==> src/evr_pkg.sv <==
/*
 * constants of the event router register bank: offsets, field positions,
 * reset values, bus answer codes.
 * assumes a 32-bit AXI4-Lite register port and eight event channels.
 */
package evr_pkg;

	// ****************************************************************
	// geometry
	// ****************************************************************
	localparam int NUM_CH = 8;
	localparam int ADDR_W = 8;
	localparam int DATA_W = 32;
	localparam int STRB_W = 4;

	// ****************************************************************
	// register byte offsets
	// ****************************************************************
	localparam logic [7:0] OFS_UNIT_CONTROL = 8'h00;
	localparam logic [7:0] OFS_CHANNEL_STATUS = 8'h0c;
	localparam logic [7:0] OFS_IRQ_ENABLE_CLEAR = 8'h10;
	localparam logic [7:0] OFS_IRQ_ENABLE_SET = 8'h14;
	localparam logic [7:0] OFS_IRQ_FLAGS = 8'h18;

	// ****************************************************************
	// field positions
	// ****************************************************************
	localparam int SOFT_RESET_BIT = 0;
	localparam int USERS_READY_LSB = 0;
	localparam int CHANNEL_BUSY_LSB = 16;
	localparam int OVERRUN_LSB = 0;
	localparam int EVENT_DETECTED_LSB = 16;
	localparam int LOW_LANE = 0;
	localparam int HIGH_LANE = 2;

	// ****************************************************************
	// reset values
	// ****************************************************************
	localparam logic [7:0] RST_UNIT_CONTROL = 8'h00;
	localparam logic [NUM_CH-1:0] RST_ENABLE = 8'h00;
	localparam logic [NUM_CH-1:0] RST_FLAGS = 8'h00;
	localparam logic [NUM_CH-1:0] RST_BUSY = 8'h00;
	localparam logic [NUM_CH-1:0] RST_USERS_READY = 8'h00;
	localparam logic [DATA_W-1:0] RST_RDATA = 32'h0000_0000;

	// ****************************************************************
	// bus answer codes
	// ****************************************************************
	localparam logic [1:0] RESP_OKAY = 2'h0;
	localparam logic [1:0] RESP_SLVERR = 2'h2;

endpackage : evr_pkg

==> src/evr_chan.sv <==
/*
 * one event channel's state: busy tracking, users-ready capture,
 * event-detected and overrun flags.
 * assumes event, handled and ready inputs come from logic on core_clk.
 */
module evr_chan (
	input wire logic core_clk,
	input wire logic clr,
	input wire logic event_in,
	input wire logic async_path,
	input wire logic users_handled,
	input wire logic users_ready_in,
	input wire logic evd_clear,
	input wire logic ovr_clear,
	output logic busy_r,
	output logic users_ready_r,
	output logic event_detected_r,
	output logic channel_overrun_r
);

	// ****************************************************************
	// event qualification
	// ****************************************************************
	// asynchronous paths bypass all flag and busy tracking
	wire logic sync_event = event_in & ~async_path;
	wire logic overrun_hit = sync_event & (~users_ready_r | busy_r);
	wire logic busy_nxt = sync_event | (busy_r & ~users_handled);
	// set beats a clear in the same cycle
	wire logic evd_nxt = sync_event | (event_detected_r & ~evd_clear);
	wire logic ovr_nxt = overrun_hit | (channel_overrun_r & ~ovr_clear);

	// ****************************************************************
	// state
	// ****************************************************************
	always_ff @(posedge core_clk) begin
		if (clr) begin
			busy_r <= 1'b0;
			users_ready_r <= 1'b0;
			event_detected_r <= 1'b0;
			channel_overrun_r <= 1'b0;
		end else begin
			busy_r <= busy_nxt;
			users_ready_r <= users_ready_in;
			event_detected_r <= evd_nxt;
			channel_overrun_r <= ovr_nxt;
		end
	end

endmodule // evr_chan

==> src/evr_regs.sv <==
/*
 * control, channel status, interrupt enable and interrupt flag registers
 * of the eight-channel event router, as an AXI4-Lite slave.
 * assumes all inputs are on core_clk; the access protection controller
 * drives a write lock level; the event paths drive per-channel pulses.
 */
// Register access over AXI4-Lite was left to the implementer.
// Operation
// - 8-, 16- and 32-bit accesses, any byte or half, via byte strobes.
// - control and enable registers ignore writes while protection locks them.
// - writing 1 to soft reset bit resets every register; 0 does nothing.
// - busy bit high while a channel event is not handled by all users.
// - users-ready bit high only when every connected user is ready.
// - enable-clear bits 16-23 written 1 disable event-detected interrupt.
// - enable-clear bits 0-7 written 1 disable overrun interrupt.
// - enable-set bits 16-23 written 1 enable event-detected interrupt.
// - enable-set bits 0-7 written 1 enable overrun interrupt.
// - set and clear registers share one enable state, read alike, reset 0.
// - event-detected flag set cycle after a synchronous event; write 1 clears.
// - overrun flag set on event while users not ready or still busy.
module evr_regs (
	input wire logic core_clk,
	input wire logic rst,
	input wire logic [evr_pkg::ADDR_W-1:0] s_axi_awaddr,
	input wire logic s_axi_awvalid,
	output logic s_axi_awready,
	input wire logic [evr_pkg::DATA_W-1:0] s_axi_wdata,
	input wire logic [evr_pkg::STRB_W-1:0] s_axi_wstrb,
	input wire logic s_axi_wvalid,
	output logic s_axi_wready,
	output logic [1:0] s_axi_bresp,
	output logic s_axi_bvalid,
	input wire logic s_axi_bready,
	input wire logic [evr_pkg::ADDR_W-1:0] s_axi_araddr,
	input wire logic s_axi_arvalid,
	output logic s_axi_arready,
	output logic [evr_pkg::DATA_W-1:0] s_axi_rdata,
	output logic [1:0] s_axi_rresp,
	output logic s_axi_rvalid,
	input wire logic s_axi_rready,
	input wire logic write_lock,
	input wire logic [evr_pkg::NUM_CH-1:0] chan_event,
	input wire logic [evr_pkg::NUM_CH-1:0] chan_async,
	input wire logic [evr_pkg::NUM_CH-1:0] chan_handled,
	input wire logic [evr_pkg::NUM_CH-1:0] users_ready_in,
	output logic soft_reset_out,
	output logic irq
);

	localparam int N = evr_pkg::NUM_CH;

	// ****************************************************************
	// state declarations
	// ****************************************************************
	logic awready_r;
	logic wready_r;
	logic aw_held_r;
	logic w_held_r;
	logic [evr_pkg::ADDR_W-1:0] waddr_r;
	logic [evr_pkg::DATA_W-1:0] wdata_r;
	logic [evr_pkg::STRB_W-1:0] wstrb_r;
	logic bvalid_r;
	logic [1:0] bresp_r;
	logic arready_r;
	logic rvalid_r;
	logic [evr_pkg::DATA_W-1:0] rdata_r;
	logic [1:0] rresp_r;
	logic soft_reset_r;
	logic irq_r;
	logic [N-1:0] ien_evd_r;
	logic [N-1:0] ien_ovr_r;
	logic [N-1:0] ien_evd_nxt;
	logic [N-1:0] ien_ovr_nxt;
	logic [N-1:0] busy;
	logic [N-1:0] users_ready;
	logic [N-1:0] event_detected;
	logic [N-1:0] channel_overrun;

	// register bank clear: system reset or the software reset pulse
	wire logic clr = rst | soft_reset_r;

	// ****************************************************************
	// write channel handshakes
	// ****************************************************************
	wire logic aw_take = s_axi_awvalid & awready_r;
	wire logic w_take = s_axi_wvalid & wready_r;
	wire logic b_done = bvalid_r & s_axi_bready;
	// write executes once both halves are held and no answer is pending
	wire logic wr_fire = aw_held_r & w_held_r & ~bvalid_r;

	always_ff @(posedge core_clk) begin
		if (rst) begin
			awready_r <= 1'b1;
			aw_held_r <= 1'b0;
			waddr_r <= '0;
		end else if (aw_take) begin
			awready_r <= 1'b0;
			aw_held_r <= 1'b1;
			waddr_r <= s_axi_awaddr;
		end else if (wr_fire) begin
			aw_held_r <= 1'b0;
		end else if (b_done) begin
			awready_r <= 1'b1;
		end
	end

	always_ff @(posedge core_clk) begin
		if (rst) begin
			wready_r <= 1'b1;
			w_held_r <= 1'b0;
			wdata_r <= '0;
			wstrb_r <= '0;
		end else if (w_take) begin
			wready_r <= 1'b0;
			w_held_r <= 1'b1;
			wdata_r <= s_axi_wdata;
			wstrb_r <= s_axi_wstrb;
		end else if (wr_fire) begin
			w_held_r <= 1'b0;
		end else if (b_done) begin
			wready_r <= 1'b1;
		end
	end

	// ****************************************************************
	// write decode
	// ****************************************************************
	wire logic [5:0] waddr_word = waddr_r[evr_pkg::ADDR_W-1:2];
	wire logic hit_ctrl = (waddr_word == evr_pkg::OFS_UNIT_CONTROL[7:2]);
	wire logic hit_stat = (waddr_word == evr_pkg::OFS_CHANNEL_STATUS[7:2]);
	wire logic hit_iclr = (waddr_word == evr_pkg::OFS_IRQ_ENABLE_CLEAR[7:2]);
	wire logic hit_iset = (waddr_word == evr_pkg::OFS_IRQ_ENABLE_SET[7:2]);
	wire logic hit_flag = (waddr_word == evr_pkg::OFS_IRQ_FLAGS[7:2]);
	wire logic hit_prot = hit_ctrl | hit_iclr | hit_iset;
	wire logic w_mapped = hit_prot | hit_stat | hit_flag;
	// protected registers refuse writes while the lock is up
	wire logic w_blocked = hit_prot & write_lock;
	wire logic w_ok = wr_fire & w_mapped & ~w_blocked;

	// ****************************************************************
	// byte lanes and per-register write enables
	// ****************************************************************
	// each byte lane stands alone; lanes 1 and 3 hold no fields
	wire logic lane0_en = wstrb_r[evr_pkg::LOW_LANE];
	wire logic lane2_en = wstrb_r[evr_pkg::HIGH_LANE];
	wire logic [N-1:0] lo_byte = wdata_r[evr_pkg::OVERRUN_LSB +: N] & {N{lane0_en}};
	wire logic [N-1:0] hi_byte = wdata_r[evr_pkg::EVENT_DETECTED_LSB +: N] & {N{lane2_en}};
	wire logic ctrl_bit = wdata_r[evr_pkg::SOFT_RESET_BIT] & lane0_en;
	wire logic we_ctrl = w_ok & hit_ctrl;
	wire logic we_iclr = w_ok & hit_iclr;
	wire logic we_iset = w_ok & hit_iset;
	wire logic we_flag = w_ok & hit_flag;

	wire logic [N-1:0] iclr_evd = we_iclr ? hi_byte : '0;
	wire logic [N-1:0] iclr_ovr = we_iclr ? lo_byte : '0;
	wire logic [N-1:0] iset_evd = we_iset ? hi_byte : '0;
	wire logic [N-1:0] iset_ovr = we_iset ? lo_byte : '0;
	wire logic [N-1:0] fclr_evd = we_flag ? hi_byte : '0;
	wire logic [N-1:0] fclr_ovr = we_flag ? lo_byte : '0;
	wire logic soft_reset_nxt = we_ctrl & ctrl_bit;

	// ****************************************************************
	// write response
	// ****************************************************************
	wire logic [1:0] bresp_nxt = (w_mapped & ~w_blocked) ? evr_pkg::RESP_OKAY : evr_pkg::RESP_SLVERR;

	always_ff @(posedge core_clk) begin
		if (rst) begin
			bvalid_r <= 1'b0;
			bresp_r <= evr_pkg::RESP_OKAY;
		end else if (wr_fire) begin
			bvalid_r <= 1'b1;
			bresp_r <= bresp_nxt;
		end else if (b_done) begin
			bvalid_r <= 1'b0;
		end
	end

	// ****************************************************************
	// software reset pulse
	// ****************************************************************
	always_ff @(posedge core_clk) begin
		if (rst) begin
			soft_reset_r <= 1'b0;
		end else begin
			soft_reset_r <= soft_reset_nxt;
		end
	end

	// ****************************************************************
	// shared interrupt enable state
	// ****************************************************************
	// a simultaneous set and clear of one bit leaves it set
	assign ien_evd_nxt = iset_evd | (ien_evd_r & ~iclr_evd);
	assign ien_ovr_nxt = iset_ovr | (ien_ovr_r & ~iclr_ovr);

	always_ff @(posedge core_clk) begin
		if (clr) begin
			ien_evd_r <= evr_pkg::RST_ENABLE;
			ien_ovr_r <= evr_pkg::RST_ENABLE;
		end else begin
			ien_evd_r <= ien_evd_nxt;
			ien_ovr_r <= ien_ovr_nxt;
		end
	end

	// ****************************************************************
	// channels
	// ****************************************************************
	generate
		for (genvar ch = 0; ch < N; ch++) begin : g_chan
			evr_chan u_chan (
				.core_clk(core_clk),
				.clr(clr),
				.event_in(chan_event[ch]),
				.async_path(chan_async[ch]),
				.users_handled(chan_handled[ch]),
				.users_ready_in(users_ready_in[ch]),
				.evd_clear(fclr_evd[ch]),
				.ovr_clear(fclr_ovr[ch]),
				.busy_r(busy[ch]),
				.users_ready_r(users_ready[ch]),
				.event_detected_r(event_detected[ch]),
				.channel_overrun_r(channel_overrun[ch])
			);
		end
	endgenerate

	// ****************************************************************
	// interrupt
	// ****************************************************************
	wire logic [N-1:0] evd_pending = event_detected & ien_evd_r;
	wire logic [N-1:0] ovr_pending = channel_overrun & ien_ovr_r;
	wire logic irq_nxt = |(evd_pending | ovr_pending);

	always_ff @(posedge core_clk) begin
		if (clr) begin
			irq_r <= 1'b0;
		end else begin
			irq_r <= irq_nxt;
		end
	end

	// ****************************************************************
	// read decode
	// ****************************************************************
	wire logic [5:0] raddr_word = s_axi_araddr[evr_pkg::ADDR_W-1:2];
	wire logic rhit_ctrl = (raddr_word == evr_pkg::OFS_UNIT_CONTROL[7:2]);
	wire logic rhit_stat = (raddr_word == evr_pkg::OFS_CHANNEL_STATUS[7:2]);
	wire logic rhit_ien = (raddr_word == evr_pkg::OFS_IRQ_ENABLE_CLEAR[7:2])
		| (raddr_word == evr_pkg::OFS_IRQ_ENABLE_SET[7:2]);
	wire logic rhit_flag = (raddr_word == evr_pkg::OFS_IRQ_FLAGS[7:2]);
	wire logic r_mapped = rhit_ctrl | rhit_stat | rhit_ien | rhit_flag;

	// ****************************************************************
	// read data words
	// ****************************************************************
	wire logic [evr_pkg::DATA_W-1:0] stat_word = {8'h00, busy, 8'h00, users_ready};
	wire logic [evr_pkg::DATA_W-1:0] ien_word = {8'h00, ien_evd_r, 8'h00, ien_ovr_r};
	wire logic [evr_pkg::DATA_W-1:0] flag_word = {8'h00, event_detected, 8'h00, channel_overrun};
	// control is write-only and reads zero
	wire logic [evr_pkg::DATA_W-1:0] rdata_nxt = rhit_stat ? stat_word
		: rhit_ien ? ien_word
		: rhit_flag ? flag_word
		: evr_pkg::RST_RDATA;
	wire logic [1:0] rresp_nxt = r_mapped ? evr_pkg::RESP_OKAY : evr_pkg::RESP_SLVERR;

	// ****************************************************************
	// read channel
	// ****************************************************************
	wire logic ar_take = s_axi_arvalid & arready_r;
	wire logic r_done = rvalid_r & s_axi_rready;

	always_ff @(posedge core_clk) begin
		if (rst) begin
			arready_r <= 1'b1;
			rvalid_r <= 1'b0;
			rdata_r <= evr_pkg::RST_RDATA;
			rresp_r <= evr_pkg::RESP_OKAY;
		end else if (ar_take) begin
			arready_r <= 1'b0;
			rvalid_r <= 1'b1;
			rdata_r <= rdata_nxt;
			rresp_r <= rresp_nxt;
		end else if (r_done) begin
			arready_r <= 1'b1;
			rvalid_r <= 1'b0;
		end
	end

	// ****************************************************************
	// outputs
	// ****************************************************************
	assign s_axi_awready = awready_r;
	assign s_axi_wready = wready_r;
	assign s_axi_bvalid = bvalid_r;
	assign s_axi_bresp = bresp_r;
	assign s_axi_arready = arready_r;
	assign s_axi_rvalid = rvalid_r;
	assign s_axi_rdata = rdata_r;
	assign s_axi_rresp = rresp_r;
	assign soft_reset_out = soft_reset_r;
	assign irq = irq_r;

endmodule // evr_regs

==> config.mk <==
export PLATFORM = sky130hd
export DESIGN_NAME = evr_regs
export DESIGN_NICKNAME = d
export VERILOG_FILES = /design/src/evr_pkg.sv /design/src/evr_chan.sv /design/src/evr_regs.sv
export SDC_FILE = /design/constraint.sdc
export NUM_CORES = 1
export LEC_CHECK = 0
export BUFFER_PORTS_ARGS = -buffer_cell sky130_fd_sc_hd__buf_2
export CAP_MARGIN = 20
export CELL_PAD_IN_SITES_DETAIL_PLACEMENT = 0
export CELL_PAD_IN_SITES_GLOBAL_PLACEMENT = 2
export CORE_MARGIN = 10
export CORE_UTILIZATION = 33
export CTS_BUF_LIST = sky130_fd_sc_hd__clkbuf_2
export DETAILED_ROUTE_END_ITERATION = 10
export PLACE_DENSITY_LB_ADDON = 0.1
export SKIP_LAST_GASP = 1
export SYNTH_ARGS = -nofsm -noshare
export SYNTH_HDL_FRONTEND = slang
export SYNTH_SLANG_ARGS = --single-unit
==> constraint.sdc <==
create_clock -name core_clk -period 3.55 [get_ports core_clk]
set_clock_uncertainty 0.05 [all_clocks]
set_input_delay 0.1775 -clock core_clk [delete_from_list [all_inputs] [get_ports core_clk]]
set_output_delay 0.1775 -clock core_clk [all_outputs]
set_load 0.1 [all_outputs]
==> out/results.tsv, run 1 <==
stage	metric	value	unit
yosys	async_flop_share	0	%
cells_and_area	antenna_cells	0	
job	maxCapViolations	0	
route	wl_per_cell	15.7	µm
yosys	synthMuxAreaShare	0	%
clock_tree	clk_latency	570	ps
yosys	synth-main-ff-cell	dfxtp_1	
floorplanning	row_count	42	
route	firstDrtPassIters	4	
cells_and_area	mostFrequentLayoutCells	99 x dfxtp_1, 94 x buf_2, 79 x dlygate4sd3_1	
sta	fmax	519	MHz
grt	grt_util_all_layers	14.5	%
sta	final.setup.tns	0	ps
grt	grt_pass1_wl	21900	µm
grt	grt_overflow	0	
cells_and_area	area_delta_synth_final	30.9	%
floorplanning	chipWidth	136	µm
clock_tree	clkTransAtPathRegs	240	ps
cells_and_area	layout.cells.non_filler	847	
placed_design	io_buffers	94	
yosys	syn_inst	513	
yosys	synth.avg_cell_area	8.70	µm²
yosys	synth_edf_count	0	
route	vias_per_cell	4.87	
route	drc_errors	0	
worst_setup_path	max_stage_delay	650	ps
cells_and_area	mostFrequentLayoutCell	dfxtp_1	
sta	rsz0062_at_grt	no	
worst_setup_path	path_class	reg2reg	
clock_tree	numCtsBuffers	9	
grt	grt_pass1_vias	4181	
grt	grt_max_degree	53	
cells_and_area	nNetsFinal	759	
clock_tree	h-tree-depth	3	
sta	finalCritPeriodShare	54.2	%
worst_setup_path	cp_num_buf_inv	0	
worst_setup_path	crit_family	simple AND/OR/NAND/NOR gates	
worst_setup_path	crit_path_end_kind	flip-flop	
worst_hold_path	holdCritPathClass	in2reg	
floorplanning	io_pins	135	
clock_tree	post_cts_buffers	0	
floorplanning	core_region_area	13200	µm²
route	drtAntennaViolNets	0	
yosys	syn_area	4460	µm²
cells_and_area	finish.utilization	44.1	%
pwr	powerDensity	391	nW/µm²
worst_setup_path	start_kind	flip-flop	
clock_tree	clockBufferDepth	2	
placed_design	hpwl	9320	µm
placed_design	post-place-cells	753	
cells_and_area	drive_gt1_share	20.7	%
worst_setup_path	cp.arrival	2360	ps
sta	setup_viol	0	
placed_design	routabilityCongestion	0.812	
pwr	power	2.28	mW
pwr	irDropWorstVdd	0.000263	V
yosys	synth_top_family_by_area	compound AO/OA/AOI/OAI gates	
sta	relSlewSlack	35.6	%
yosys	synth.distinct_cells	47	
worst_setup_path	slowest_stage	nand4b_1	
run_status	status	completed	
sta	fin_crit	1930	ps
yosys	synth_seq_cells	99	
clock_tree	cts.sinks	99	
yosys	synthXorXnorAreaFrac	0	%
yosys	yosys_warnings	0	
clock_tree	cts-root-buf	clkbuf_2	
yosys	synth-adder-area-share	0	%
worst_setup_path	cp_cell_sequence	nor3_2 -> nand4b_1 -> o211ai_1 -> o21ai_1	
sta	finalMaxSlewViolations	0	
route	vias	4124	
floorplanning	start_util	33.7	%
worst_setup_path	path_max_fanout	16	
cells_and_area	multiInputGateArea	2160	µm²
yosys	seq_area_frac_synth	44.4	%
route	routed_wl	13300	µm
clock_tree	ctsResizeCount	0	
cells_and_area	fillCellCount	1396	
worst_setup_path	required	3990	ps
floorplanning	die_y	136	µm
grt	antenna_found_initial	0	
floorplanning	die-area	18600	µm²
route	drt_iter0_drc	287	
sta	hold_viol_final	0	
yosys	synth_compound_area_share	24.9	%
clock_tree	cts_tree	yes	
yosys	synthSimpleGateAreaFrac	22.0	%
sta	worst_pin_slew	964	ps
pwr	p_leak	2.35	nW
cells_and_area	seqCellArea	1980	µm²
[what timing repair did]
item / CTS / global route
setup endpoints to repair: 0 / 0
hold buffers: 79 / 0
endpoints found under the hold margin: 63 / 0
[cell usage after synthesis (2+ instances only)]
| library cell | count | share of area [%] |
|---|---|---|
| nand2_1 | 62 | 5.2 |
| and4b_1 | 3 | 0.67 |
| a21o_1 | 2 | 0.34 |
| nor3b_1 | 8 | 1.3 |
| buf_4 | 19 | 3.2 |
| inv_1 | 17 | 1.4 |
| buf_1 | 2 | 0.17 |
| o21ai_0 | 19 | 2.1 |
| nor3_1 | 6 | 0.67 |
| nand3_1 | 24 | 2.7 |
| nor2b_1 | 6 | 0.84 |
| dfxtp_1 | 99 | 44 |
| nor2_1 | 19 | 1.6 |
| o21bai_1 | 2 | 0.34 |
| a221oi_2 | 10 | 3.4 |
| clkbuf_1 | 21 | 1.8 |
| a22oi_1 | 2 | 0.34 |
| o211ai_1 | 16 | 2.7 |
| a22o_1 | 18 | 3.5 |
| buf_2 | 8 | 0.90 |
| a21oi_1 | 64 | 7.2 |
| a41o_1 | 8 | 1.8 |
| a221oi_1 | 8 | 1.6 |
| buf_6 | 2 | 0.50 |
| and2_1 | 11 | 1.5 |
| o21ai_1 | 10 | 1.1 |
| nor3_2 | 11 | 2.5 |
| nand2b_1 | 17 | 2.4 |
[final cells by class]
type | instances | share of cell area [%]
clock buffers | 11 | 0.943
clock inverters | 4 | 0.728
inverters | 17 | 1.09
multi-input cells | 360 | 37.0
flip-flops and latches | 99 | 33.9
well taps | 176 | 3.77
repair buffers | 180 | 22.5
[metrics by stage]
step / worst slack [ps] / area (µm²) / hold WS, ps
2_1_floorplan: 1410 / 4530 / 249
3_3_place_gp: 1540 / 4950 / 330
3_5_place_dp: 1500 / 4950 / 333
4_1_cts: 1580 / 5840 / 9.84
5_1_grt: 1370 / 5840 / 28.6
6_report: 1620 / 5840 / 66.9
[logic make-up after synthesis]
logic type             Yosys count
buffers and inverters           71
AO/OA/AOI/OAI                  162
AND/OR/NAND/NOR                180
flip-flops                      99
other                            1
[path summary, 6_finish.rpt]
path,startpoint,to,slack (ps),cells after the start
setup / recovery,waddr_r[5],ien_ovr_r[0],1620,4
hold / removal,s_axi_araddr[5],s_axi_rdata[21],70,5
setup reg to reg,waddr_r[5],ien_ovr_r[0],1620,4
hold reg to reg,s_axi_rdata[21],s_axi_rdata[21],420,2
[sequential cells by signal (all words and copies together) (netlist names)]
register / cells
s_axi_rdata: 16
wdata_r: 16
g_chan.u_chan.busy_r: 8
g_chan.u_chan.channel_overrun_r: 8
g_chan.u_chan.event_detected_r: 8
g_chan.u_chan.users_ready_r: 8
ien_evd_r: 8
ien_ovr_r: 8
waddr_r: 6
wstrb_r: 2
aw_held_r: 1
irq: 1
s_axi_arready: 1
s_axi_awready: 1
s_axi_bresp: 1
s_axi_bvalid: 1
s_axi_rresp: 1
s_axi_rvalid: 1
s_axi_wready: 1
soft_reset_out: 1
w_held_r: 1
[power breakdown]
part           internal, mW  switching [mW]  total, mW
Combinational         0.169           0.363      0.532
Sequential             1.17          0.0582       1.23
Clock                 0.159           0.360      0.519
Total                  1.50           0.781       2.28
[worst register-to-register path, stage by stage (launching register included)]
cell and delay [ps]:
dfxtp_1 370, nor3_2 270, nand4b_1 650, o211ai_1 410, o21ai_1 90
[layer usage]
| layer | vias to the layer above | part of all wire (%) | track usage, % |
|---|---|---|---|
| met5 | - | 0 | 0 |
| met4 | 0 | 0.96 | 2.96 |
| met3 | 9 | 6.7 | 4.50 |
| met2 | 123 | 43 | 21.5 |
| met1 | 1891 | 50 | 20.2 |
| li1 | 2101 | - | - |
Note: power is estimated with default switching activity, not from simulation.
==> run 2, diff against run 1 <==
--- a/config.mk
+++ b/config.mk
@@ -5,12 +5,13 @@
 export SDC_FILE = /design/constraint.sdc
 export NUM_CORES = 1
 export LEC_CHECK = 0
+export ABC_AREA = 1
 export BUFFER_PORTS_ARGS = -buffer_cell sky130_fd_sc_hd__buf_2
 export CAP_MARGIN = 20
 export CELL_PAD_IN_SITES_DETAIL_PLACEMENT = 0
 export CELL_PAD_IN_SITES_GLOBAL_PLACEMENT = 2
 export CORE_MARGIN = 10
-export CORE_UTILIZATION = 33
+export CORE_UTILIZATION = 26
 export CTS_BUF_LIST = sky130_fd_sc_hd__clkbuf_2
 export DETAILED_ROUTE_END_ITERATION = 10
 export PLACE_DENSITY_LB_ADDON = 0.1
==> constraint.sdc (replaced) <==
create_clock -name core_clk -period 1.7 [get_ports core_clk]
set_clock_uncertainty 0.05 [all_clocks]
set_input_delay 0.085 -clock core_clk [delete_from_list [all_inputs] [get_ports core_clk]]
set_output_delay 0.085 -clock core_clk [all_outputs]
set_load 0.1 [all_outputs]
==> run 2 against run 1 <==
Compared with the run above: setup slack worse by 1600 ps; synthesized cell count is 17% higher; first-iteration DRC count fell by 43%; clock power increased to 2.5 times the previous value; register-to-register slack worse by 1500 ps; wire length grew 9.6%; combinational power rose by 150%; sequential share of layout area down 2.7 points; global-route usage shrank 1.3 points; critical path type is now in2reg.
==> out/results.tsv, run 2 <==
stage	metric	value	unit
pwr	clock_power_share	25.3	%
worst_hold_path	holdCritPathClass	in2reg	
cells_and_area	mostFrequentLayoutCells	132 x nand2_1, 108 x dlygate4sd3_1, 93 x dfxtp_1	
route	drc_errors	0	
sta	rsz0062_at_grt	no	
sta	final.setup.tns	0	ps
cells_and_area	mostFrequentLayoutCell	nand2_1	
floorplanning	die-area	22500	µm²
clock_tree	cts_tree	yes	
grt	grt_overflow	0	
sta	finalCritPeriodShare	97.5	%
route	firstDrtPassIters	4	
yosys	async_flop_share	0	%
pwr	p_seq_share	49.4	%
cells_and_area	antenna_cells	0	
sta	worst_pin_slew	512	ps
yosys	synth_top_area_share	45.1	%
grt	antenna_found_initial	0	
yosys	synth_commonest_cells	132 x nand2_1, 99 x dfxtp_1, 68 x inv_1, 68 x nor2_1, 58 x o21ai_0	
placed_design	hpwl	10100	µm
cells_and_area	drive_gt1_share	20.4	%
pwr	powerDensity	820	nW/µm²
grt	grt_util_all_layers	13.2	%
pwr	power_switching_share	35.0	%
run_status	status	completed	
clock_tree	clkTransAtPathRegs	260	ps
pwr	switchingPower	1.83	mW
floorplanning	row_count	47	
grt	grt_pass1_wl	23700	µm
worst_setup_path	cp.arrival	2160	ps
route	vias	4468	
sta	setup_viol	0	
clock_tree	cts.sinks	99	
worst_setup_path	crit_path_end_kind	flip-flop	
yosys	synth.avg_cell_area	7.31	µm²
floorplanning	io_pins	135	
pwr	irDropWorstVdd	0.000427	V
clock_tree	clockBufferDepth	2	
route	vias_per_cell	4.35	
grt	grt_pass1_vias	4649	
yosys	synth-main-ff-cell	dfxtp_1	
sta	relSlewSlack	65.7	%
yosys	yosys_warnings	0	
placed_design	routabilityCongestion	0.808	
floorplanning	die_y	150	µm
route	routed_wl	14600	µm
yosys	synth_most_common_cell	nand2_1	
worst_setup_path	path_class	in2reg	
sta	finalMaxSlewViolations	0	
floorplanning	chipWidth	150	µm
worst_setup_path	path_max_fanout	2	
cells_and_area	nNetsFinal	895	
worst_setup_path	start_kind	primary input	
clock_tree	cts-root-buf	clkbuf_2	
clock_tree	h-tree-depth	3	
worst_setup_path	required	2210	ps
yosys	synth_area_leaders	dfxtp_1 45%, nand2_1 11%, o21ai_0 6.6%, inv_1 5.8%, nor2_1 5.8%	
pwr	internal_power	3.40	mW
yosys	synth.distinct_cells	34	
yosys	seq_area_frac_synth	45.1	%
clock_tree	clk_latency	610	ps
cells_and_area	fillCellCount	1796	
sta	whs	67.3	ps
floorplanning	core_region_area	16600	µm²
yosys	synth_seq_cells	99	
pwr	pwr-share-comb	25.3	%
sta	fin_crit	1660	ps
cells_and_area	seqCellArea	1990	µm²
yosys	syn_inst	601	
pwr	p_leak	2.83	nW
sta	hold_viol_final	0	
clock_tree	numCtsBuffers	9	
placed_design	io_buffers	94	
floorplanning	start_util	26.5	%
route	drtAntennaViolNets	0	
yosys	syn_area	4390	µm²
yosys	yosys.area.top_type	dfxtp_1	
grt	grt_max_degree	48	
yosys	synth_edf_count	0	
job	maxCapViolations	0	
cells_and_area	area_delta_synth_final	45.3	%
clock_tree	post_cts_buffers	0	
route	drt_iter0_drc	163	
sta	fmax	603	MHz
route	wl_per_cell	14.2	µm
cells_and_area	multiInputGateArea	1960	µm²
run 2: changes by cell type after synthesis, moves of 16 or more:
cell,change
a22o_1,-18
nand4_1,+19
nand2b_1,-17
nand2_1,+70
a21oi_1,-27
inv_1,+51
o211ai_1,-16
nand3_1,-22
nor2_1,+49
o21ai_0,+39
run 2: layer usage:
| metal | wire (µm) | vias to the layer above | global-route usage [%] | share of wire [%] |
|---|---|---|---|---|
| li1 | - | 2315 | - | - |
| met1 | 6660 | 2054 | 16.3 | 46 |
| met2 | 7030 | 88 | 22.4 | 48 |
| met3 | 698 | 11 | 3.71 | 4.8 |
| met4 | 182 | 0 | 3.01 | 1.2 |
| met5 | 0 | - | 0 | 0 |
run 2: kinds of logic (layout without fill, tap and decap cells):
family | Yosys count | count (layout) | synth area share [%]
and+or+nand+nor | 249 | 249 | 24.8
DFF | 99 | 99 | 45.1
AOI/OAI and AO/OA | 136 | 136 | 18.2
other | 1 | 18 | 0.0854
buffers and inverters | 116 | 306 | 11.8
run 2: timing repair:
action                                  CTS  global route
endpoints found under the setup margin    0            18
endpoints found under the hold margin    98             0
hold buffers                            111             0
resized for setup                         0            10
run 2: power groups by stage:
stage	Sequential [mW]	Combinational, mW	Clock (mW)
6_report	2.58	1.32	1.32
5_1_grt	2.61	1.44	1.48
3_3_place_gp	2.62	1.12	0
4_1_cts	2.58	1.32	1.40
2_1_floorplan	2.89	0.585	0
3_5_place_dp	2.63	1.12	0
run 2: worst paths after layout:
path | slack [ps] | end | depth (start not counted) | from
max reg2reg | 140 | ien_ovr_r[5] | 8 | waddr_r[6]
min reg2reg | 430 | s_axi_rdata[21] | 2 | s_axi_rdata[21]
min | 70 | s_axi_rdata[2] | 7 | s_axi_araddr[7]
max | 40 | g_chan[5].u_chan.busy_r | 7 | chan_async[5]
run 2: final cells by class:
cell class	instances	share of cell area [%]
Clock buffer	9	0.706
Clock inverter	7	1.43
Inverter	71	4.18
Multi-Input combinational cell	403	30.8
Sequential cell	99	31.2
Tap cell	220	4.32
Timing Repair Buffer	219	27.4
run 2: critical path, stage by stage:
cell           delay [ps]
dlygate4sd3_1         540
buf_2                 120
nor2_1                 90
dlygate4sd3_1         580
inv_1                  70
a21oi_1               130
dlygate4sd3_1         560
run 2: metrics by stage:
step                cells  setup slack (ps)  power [mW]  utilization, %  area (µm²)
CTS                  1029              23.9        5.31            38.4        6360
global route         1028            0.0947        5.52            38.5        6380
detailed placement    902               107        3.75            30.9        5120
finish               1028              42.8        5.23            38.5        6380
global placement      902               166        3.74            30.9        5120
floorplan             618              24.7        3.47               -        4460
